==> src/design/io_expander_pkg.sv <==
// package: constants and state record for the sixteen bit io expander
package io_expander_pkg;


localparam int PORT_W = 8;
localparam int NUM_PORTS = 2;
localparam int IO_W = PORT_W * NUM_PORTS;

// spike rejection: longest spike rounds down to whole cycles, at least one
localparam int CLK_NS = 50;
localparam int SPIKE_NS = 50;
localparam int FILT_CYC = (SPIKE_NS / CLK_NS < 1) ? 1 : SPIKE_NS / CLK_NS;
localparam int FCW = 2;

localparam int LINE_SCL = 0;
localparam int LINE_SDA = 1;
localparam logic [3:0] BYTE_BITS = 4'h8;

// register pointer: bits 2:1 pick the pair, bit 0 the port
localparam logic [1:0] PAIR_IN = 2'h0;
localparam logic [1:0] PAIR_OUT = 2'h1;
localparam logic [1:0] PAIR_POL = 2'h2;
localparam logic [1:0] PAIR_DIR = 2'h3;

localparam logic [IO_W-1:0] OUT_RST = 16'hFFFF;
localparam logic [IO_W-1:0] POL_RST = 16'h0000;
localparam logic [IO_W-1:0] DIR_RST = 16'hFFFF;
// fixed part of the target address; value is arbitrary
localparam logic [4:0] ADDR_FIXED_DEF = 5'h10;

typedef enum logic [2:0] {
	S_IDLE = 3'h0,
	S_ADDR = 3'h1,
	S_ACK = 3'h3,
	S_WDATA = 3'h2,
	S_RDATA = 3'h6,
	S_RACK = 3'h7,
	S_IGNORE = 3'h5
} bus_state_t;

typedef struct packed {
	logic [1:0] line_s1;
	logic [1:0] line_s2;
	logic [1:0] line_f;
	logic [1:0][FCW-1:0] line_cnt;
	logic [IO_W-1:0] pin_s1;
	logic [IO_W-1:0] pin_s2;
	logic [1:0] asel_s1;
	logic [1:0] asel_s2;
	logic rstp_s1;
	logic rstp_s2;
	bus_state_t state;
	logic [3:0] bit_cnt;
	logic [7:0] shreg;
	logic rw;
	logic cmd_phase;
	logic acked;
	logic [2:0] ptr;
	logic [IO_W-1:0] out_r;
	logic [IO_W-1:0] pol_r;
	logic [IO_W-1:0] dir_r;
	logic [IO_W-1:0] in_r;
	logic in_ok;
	logic sda_oe;
	logic int_oe;
} core_t;

localparam core_t CORE_RST = '{
	state: S_IDLE,
	line_s1: 2'h3,
	line_s2: 2'h3,
	line_f: 2'h3,
	out_r: OUT_RST,
	pol_r: POL_RST,
	dir_r: DIR_RST,
	default: '0
};

endpackage

==> src/design/io_expander.sv <==
// sixteen bit io expander behind a two-wire serial target interface
`timescale 1ns/1ps
module io_expander import io_expander_pkg::*; #(
	parameter bit RETAIN_REGS = 1'b0,
	parameter logic [4:0] ADDR_FIXED = ADDR_FIXED_DEF
) (
	input wire logic sys_clk,
	input wire logic nrst,
	input wire logic rst_pin_n,
	input wire logic scl_in,
	input wire logic sda_in,
	output logic sda_out,
	output logic sda_oe,
	input wire logic addr_sel_lo,
	input wire logic addr_sel_hi,
	input wire logic [IO_W-1:0] io_in,
	output logic [IO_W-1:0] io_out,
	output logic [IO_W-1:0] io_oe,
	output logic int_out,
	output logic int_oe
);

core_t st_reg;
core_t st_next;
logic scl_rise;
logic scl_fall;
logic start_c;
logic stop_c;
logic do_load;
logic [PORT_W-1:0] rd_byte;
int pbase;

////////////////////////////////////////////////////////////////////////////////
always_comb begin
	st_next = st_reg;
	do_load = 1'b0;
	pbase = int'(st_reg.ptr[0]) * PORT_W;

	// synchronisers; the filter reads only the second stage
	st_next.line_s1 = {sda_in, scl_in};
	st_next.line_s2 = st_reg.line_s1;
	st_next.pin_s1 = io_in;
	st_next.pin_s2 = st_reg.pin_s1;
	st_next.asel_s1 = {addr_sel_hi, addr_sel_lo};
	st_next.asel_s2 = st_reg.asel_s1;
	st_next.rstp_s1 = rst_pin_n;
	st_next.rstp_s2 = st_reg.rstp_s1;

	// a new level is accepted only after FILT_CYC + 1 equal samples, so a spike caught by one sample vanishes
	for (int i = 0; i < 2; i++) begin
		if (st_reg.line_s2[i] == st_reg.line_f[i]) begin
			st_next.line_cnt[i] = '0;
		end else if (st_reg.line_cnt[i] >= FCW'(FILT_CYC)) begin
			st_next.line_f[i] = st_reg.line_s2[i];
			st_next.line_cnt[i] = '0;
		end else begin
			st_next.line_cnt[i] = st_reg.line_cnt[i] + 1'b1;
		end
	end

	// edges come from the filtered lines only, so no bit timing is assumed
	scl_rise = ~st_reg.line_f[LINE_SCL] & st_next.line_f[LINE_SCL];
	scl_fall = st_reg.line_f[LINE_SCL] & ~st_next.line_f[LINE_SCL];
	start_c = st_reg.line_f[LINE_SCL] & st_next.line_f[LINE_SCL]
		& st_reg.line_f[LINE_SDA] & ~st_next.line_f[LINE_SDA];
	stop_c = st_reg.line_f[LINE_SCL] & st_next.line_f[LINE_SCL]
		& ~st_reg.line_f[LINE_SDA] & st_next.line_f[LINE_SDA];

	// read data for the current pointer
	case (st_reg.ptr[2:1])
		PAIR_IN: rd_byte = st_reg.pin_s2[pbase +: PORT_W] ^ st_reg.pol_r[pbase +: PORT_W];
		PAIR_OUT: rd_byte = st_reg.out_r[pbase +: PORT_W];
		PAIR_POL: rd_byte = st_reg.pol_r[pbase +: PORT_W];
		PAIR_DIR: rd_byte = st_reg.dir_r[pbase +: PORT_W];
		default: rd_byte = '0;
	endcase

	// input register loads the second pin stage once in_ok is clear; straight after nrst that stage still holds zero, not the pins
	if (!st_reg.in_ok) begin
		st_next.in_r = st_reg.pin_s2;
		st_next.in_ok = 1'b1;
	end

	if (start_c) begin
		st_next.state = S_ADDR;
		st_next.bit_cnt = '0;
		st_next.sda_oe = 1'b0;
	end else if (stop_c) begin
		st_next.state = S_IDLE;
		st_next.sda_oe = 1'b0;
	end else if (scl_rise) begin
		case (st_reg.state)
			S_ADDR, S_WDATA: begin
				st_next.shreg = {st_reg.shreg[6:0], st_reg.line_f[LINE_SDA]};
				st_next.bit_cnt = st_reg.bit_cnt + 1'b1;
			end
			S_RDATA: begin
				st_next.bit_cnt = st_reg.bit_cnt + 1'b1;
			end
			S_RACK: begin
				st_next.acked = ~st_reg.line_f[LINE_SDA];
			end
			default: begin
			end
		endcase
	end else if (scl_fall) begin
		case (st_reg.state)
			S_ADDR: begin
				if (st_reg.bit_cnt == BYTE_BITS) begin
					if (st_reg.shreg[7:1] == {ADDR_FIXED, st_reg.asel_s2}) begin
						st_next.state = S_ACK;
						st_next.sda_oe = 1'b1;
						st_next.rw = st_reg.shreg[0];
						st_next.cmd_phase = ~st_reg.shreg[0];
					end else begin
						st_next.state = S_IGNORE;
					end
				end
			end
			S_WDATA: begin
				if (st_reg.bit_cnt == BYTE_BITS) begin
					st_next.state = S_ACK;
					st_next.sda_oe = 1'b1;
					st_next.cmd_phase = 1'b0;
					if (st_reg.cmd_phase) begin
						st_next.ptr = st_reg.shreg[2:0];
					end else begin
						// writes to the input pair are dropped
						case (st_reg.ptr[2:1])
							PAIR_OUT: st_next.out_r[pbase +: PORT_W] = st_reg.shreg;
							PAIR_POL: st_next.pol_r[pbase +: PORT_W] = st_reg.shreg;
							PAIR_DIR: st_next.dir_r[pbase +: PORT_W] = st_reg.shreg;
							default: begin
							end
						endcase
						st_next.ptr = {st_reg.ptr[2:1], ~st_reg.ptr[0]};
					end
				end
			end
			S_ACK: begin
				st_next.bit_cnt = '0;
				if (st_reg.rw) begin
					st_next.state = S_RDATA;
					do_load = 1'b1;
				end else begin
					st_next.state = S_WDATA;
					st_next.sda_oe = 1'b0;
				end
			end
			S_RDATA: begin
				if (st_reg.bit_cnt == BYTE_BITS) begin
					st_next.state = S_RACK;
					st_next.sda_oe = 1'b0;
				end else begin
					st_next.shreg = {st_reg.shreg[6:0], 1'b0};
					st_next.sda_oe = ~st_reg.shreg[6];
				end
			end
			S_RACK: begin
				if (st_reg.acked) begin
					st_next.state = S_RDATA;
					st_next.bit_cnt = '0;
					do_load = 1'b1;
				end else begin
					st_next.state = S_IGNORE;
				end
			end
			default: begin
			end
		endcase
	end

	// a read of an input port re-arms the change detector for that port
	if (do_load) begin
		st_next.shreg = rd_byte;
		st_next.sda_oe = ~rd_byte[7];
		st_next.ptr = {st_reg.ptr[2:1], ~st_reg.ptr[0]};
		if (st_reg.ptr[2:1] == PAIR_IN) begin
			st_next.in_r[pbase +: PORT_W] = st_reg.pin_s2[pbase +: PORT_W];
		end
	end

	// only pins set as inputs can raise the interrupt
	st_next.int_oe = st_reg.in_ok & (|((st_reg.pin_s2 ^ st_reg.in_r) & st_reg.dir_r));

	// reset pin: the bus side always, registers only in the clearing variant
	if (!st_reg.rstp_s2) begin
		st_next.state = S_IDLE;
		st_next.bit_cnt = '0;
		st_next.sda_oe = 1'b0;
		st_next.ptr = '0;
		if (!RETAIN_REGS) begin
			st_next.out_r = OUT_RST;
			st_next.pol_r = POL_RST;
			st_next.dir_r = DIR_RST;
			st_next.in_ok = 1'b0;
			st_next.int_oe = 1'b0;
		end
	end
end

////////////////////////////////////////////////////////////////////////////////
always_ff @(posedge sys_clk or negedge nrst) begin
	if (!nrst) begin
		st_reg <= CORE_RST;
	end else begin
		st_reg <= st_next;
	end
end

////////////////////////////////////////////////////////////////////////////////
// open-drain lines only ever pull low
assign sda_out = 1'b0;
assign sda_oe = st_reg.sda_oe;
assign int_out = 1'b0;
assign int_oe = st_reg.int_oe;
assign io_out = st_reg.out_r;
assign io_oe = ~st_reg.dir_r;

endmodule

==> config.mk <==
export PLATFORM = sky130hd
export DESIGN_NAME = io_expander
export DESIGN_NICKNAME = d
export VERILOG_FILES = /design/src/design/io_expander_pkg.sv /design/src/design/io_expander.sv
export SDC_FILE = /design/constraint.sdc
export NUM_CORES = 1
export LEC_CHECK = 0
export BUFFER_PORTS_ARGS = -buffer_cell sky130_fd_sc_hd__buf_2
export CORE_ASPECT_RATIO = 0.9
export CORE_MARGIN = 2
export CORE_UTILIZATION = 40
export CTS_BUF_LIST = sky130_fd_sc_hd__clkbuf_16
export DETAILED_ROUTE_END_ITERATION = 6
export SLEW_MARGIN = 20
export SYNTH_ARGS = -nofsm -noshare
export SYNTH_HDL_FRONTEND = slang
export SYNTH_SLANG_ARGS = --single-unit
==> constraint.sdc <==
create_clock -name sys_clk -period 4.89 [get_ports sys_clk]
set_input_delay 0.2445 -clock sys_clk [delete_from_list [all_inputs] [get_ports sys_clk]]
set_output_delay 0.2445 -clock sys_clk [all_outputs]
set_load 0.01 [all_outputs]
==> results.toml <==
[outcome]
status = "complete, no violations"

[clock_tree]
htree_levels = 4
cts_sinks = 136
cts_buffer_depth = 2
cts_tree = "built"
cts.root.buffer_cell = "clkbuf_16"
postCtsSetupRepairBufs = 0
clk_pin_slew_ps = 60
clock_latency_ps = 420
numCtsBuffers = 17

[synthesis]
synth.distinct_cells = 69
ys_top_cells_by_area = "dfrtp_1 (36%), dfstp_2 (15%), mux2_2 (4.6%)"
syn_area_per_cell_um2 = 10.63
seq_area_frac_synth_pct = 50.16
synth_edf_count = 0
synth_top_flop_cell = "dfrtp_1"
synth-async-reset-ratio_pct = 100.0
yosys.area.top_type = "dfrtp_1"
synth_warnings = 0
yosysMostFrequentCell = "dfrtp_1"
synth_cells = 647
synth_seq_cells = 136
syn_area_um2 = 6879
synth_top_cell_area_share_pct = 35.65
synth.top_cells.by_count = "dfrtp_1 (98), inv_1 (51), dfstp_2 (38), o21ai_0 (31), mux2_2 (28)"

[sta]
period_minus_slack_ps = 3173
hold_ws_ps = 346.3
period_share_pct = 64.89
slew_violations = 0
setup_viol = 0
slew_headroom_pct = 34.01
finalHoldViolCount = 0
worstMarginPinSlew_ps = 989.9
finalClockSkew_ps = 8.127
rsz0062_at_grt = "false"
fmax_ghz = 0.3151
finalSetupTns_ps = 0

[critical_path]
crit_required_ps = 5200
cp-start-kind = "flip-flop"
r2r-start = "st_reg[126]"
crit_fanout = 16
critPathLaunch = "st_reg[126]"
cp-end-kind = "flip-flop"
crit_type = "reg -> reg"
worst_ep_arrival_time_ps = 3480

[placed_design]
numPortBuffers = 56
place.gp.congestion = 0.8645
placed_area_um2 = 7157
dp_cells = 861
dp_hpwl_um = 12430

[global_route]
grt_max_degree = 90
antenna_found_initial = 0
grt_overflow = 0
track_usage_pct = 21.19
grt_pass1_vias = 5228
grt_pass1_wl_um = 29420

[route]
drt-initial-drc-count = 464
ant_nets = 0
drc_errors = 0
drt-pass1-iter-count = 6
wire_per_inst_um = 20.08
vias_per_cell = 5.791
routed_wl_um = 18370
vias = 5299

[final_layout]
syn2layout_area_growth_pct = 16.26
drive_above_1_share_pct = 24.57
nNetsFinal = 722
antenna_cells = 0
largest_reg_flops = 97
stdcell_area_um2 = 7998
n_fill_cell = 1536
final_cells = 915

[pwr]
p_leak_uw = 0.003509
powerDensity_nw_per_um2 = 400.7
fin_total_pwr_uw = 3205
ir_drop_uv = 255.5

[hold_path]
worstHoldStart = "st_next[105]"
hold_path.class = "reg -> reg"

[die]
die_y_um = 128.4
dieArea_um2 = 18260
rows = 45
die_width_um = 142.2
fp.coreArea_um2 = 16830
io-pin-count = 59
start_util_pct = 40.86

[run]
maxCapViolCount = 0
==> metal layers <==
layer	vias to the layer above	routed length [µm]	global-route usage, %
li1	2392	-	-
met1	2630	8462	30.86
met2	242	7908	30.01
met3	35	1649	6.438
met4	0	350	6.765
met5	-	0	2.368
==> worst max-delay path, stage by stage, from the launching register on <==
cell,delay (ps)
dfrtp_1,360
inv_1,50
ha_1,170
mux2_2,390
ha_1,350
and3b_2,340
o2111ai_4,320
o41ai_4,660
mux2_2,410
==> repair_timing <==
action | CTS | global route
hold buffers | 22 | 0
resized for setup | 0 | 0
endpoints found under the hold margin | 81 | 0
==> path summary, 6_finish.rpt <==
path,endpoint,slack [ps],cells after the start
worst max-delay path,st_reg[3],1720,8
worst min-delay path,st_reg[105],350,0
worst max register to register,st_reg[3],1720,8
worst min register to register,st_reg[105],350,0
max in group asynchronous,st_reg[109],3260,3
min in group asynchronous,st_next[88],460,2
==> cells in the final DEF (no fill, tap or decap), drive strengths merged, types with 17 or more instances in the layout <==
cell type,instances
dfrtp,98
buf,62
inv,54
dfstp,38
o21ai,31
mux2,28
nand2,27
a31oi,26
a21oi,25
dlygate4sd3,22
nor3,22
a22o,21
xnor2,20
nand3,19
nor2b,18
clkbuf,17
==> stage by stage <==
| step | utilization [%] | setup slack, ps |
|---|---|---|
| 6_report | 47.51 | 1717 |
| 4_1_cts | 47.47 | 1698 |
| 3_5_place_dp | 42.51 | 1711 |
| 5_1_grt | 47.51 | 1431 |
| 2_1_floorplan | - | 2188 |
| 3_3_place_gp | 42.51 | 1801 |
==> logic make-up (layout without fill, tap and decap cells) <==
kind of cell	after synthesis	count (layout)	share of synthesized area, %
AO/OA/AOI/OAI	159	159	16.64
XOR/XNOR	22	22	3.074
adder cells (fa/ha/maj)	8	8	1.455
buffers and inverters	112	168	7.512
flip-flops	136	136	50.16
multiplexers	45	45	7.421
other	1	2	0.05451
AND/OR/NAND/NOR	164	164	13.68
==> area by class of cell <==
type	count	area (µm²)	share of cell area, %
multi-input combinational	400	2922	36.53
clock inverter	15	188.9	2.362
inverter	52	195.2	2.441
timing repair buffer	84	551.8	6.899
sequential	136	3451	43.15
clock buffer	17	425.4	5.319
tap	211	264.0	3.301
==> power breakdown <==
part	switching [µW]	internal, µW
combinational	280	215
clock	490	846
sequential	156	1220
total	926	2280
Power figures use the tool's default switching activity.
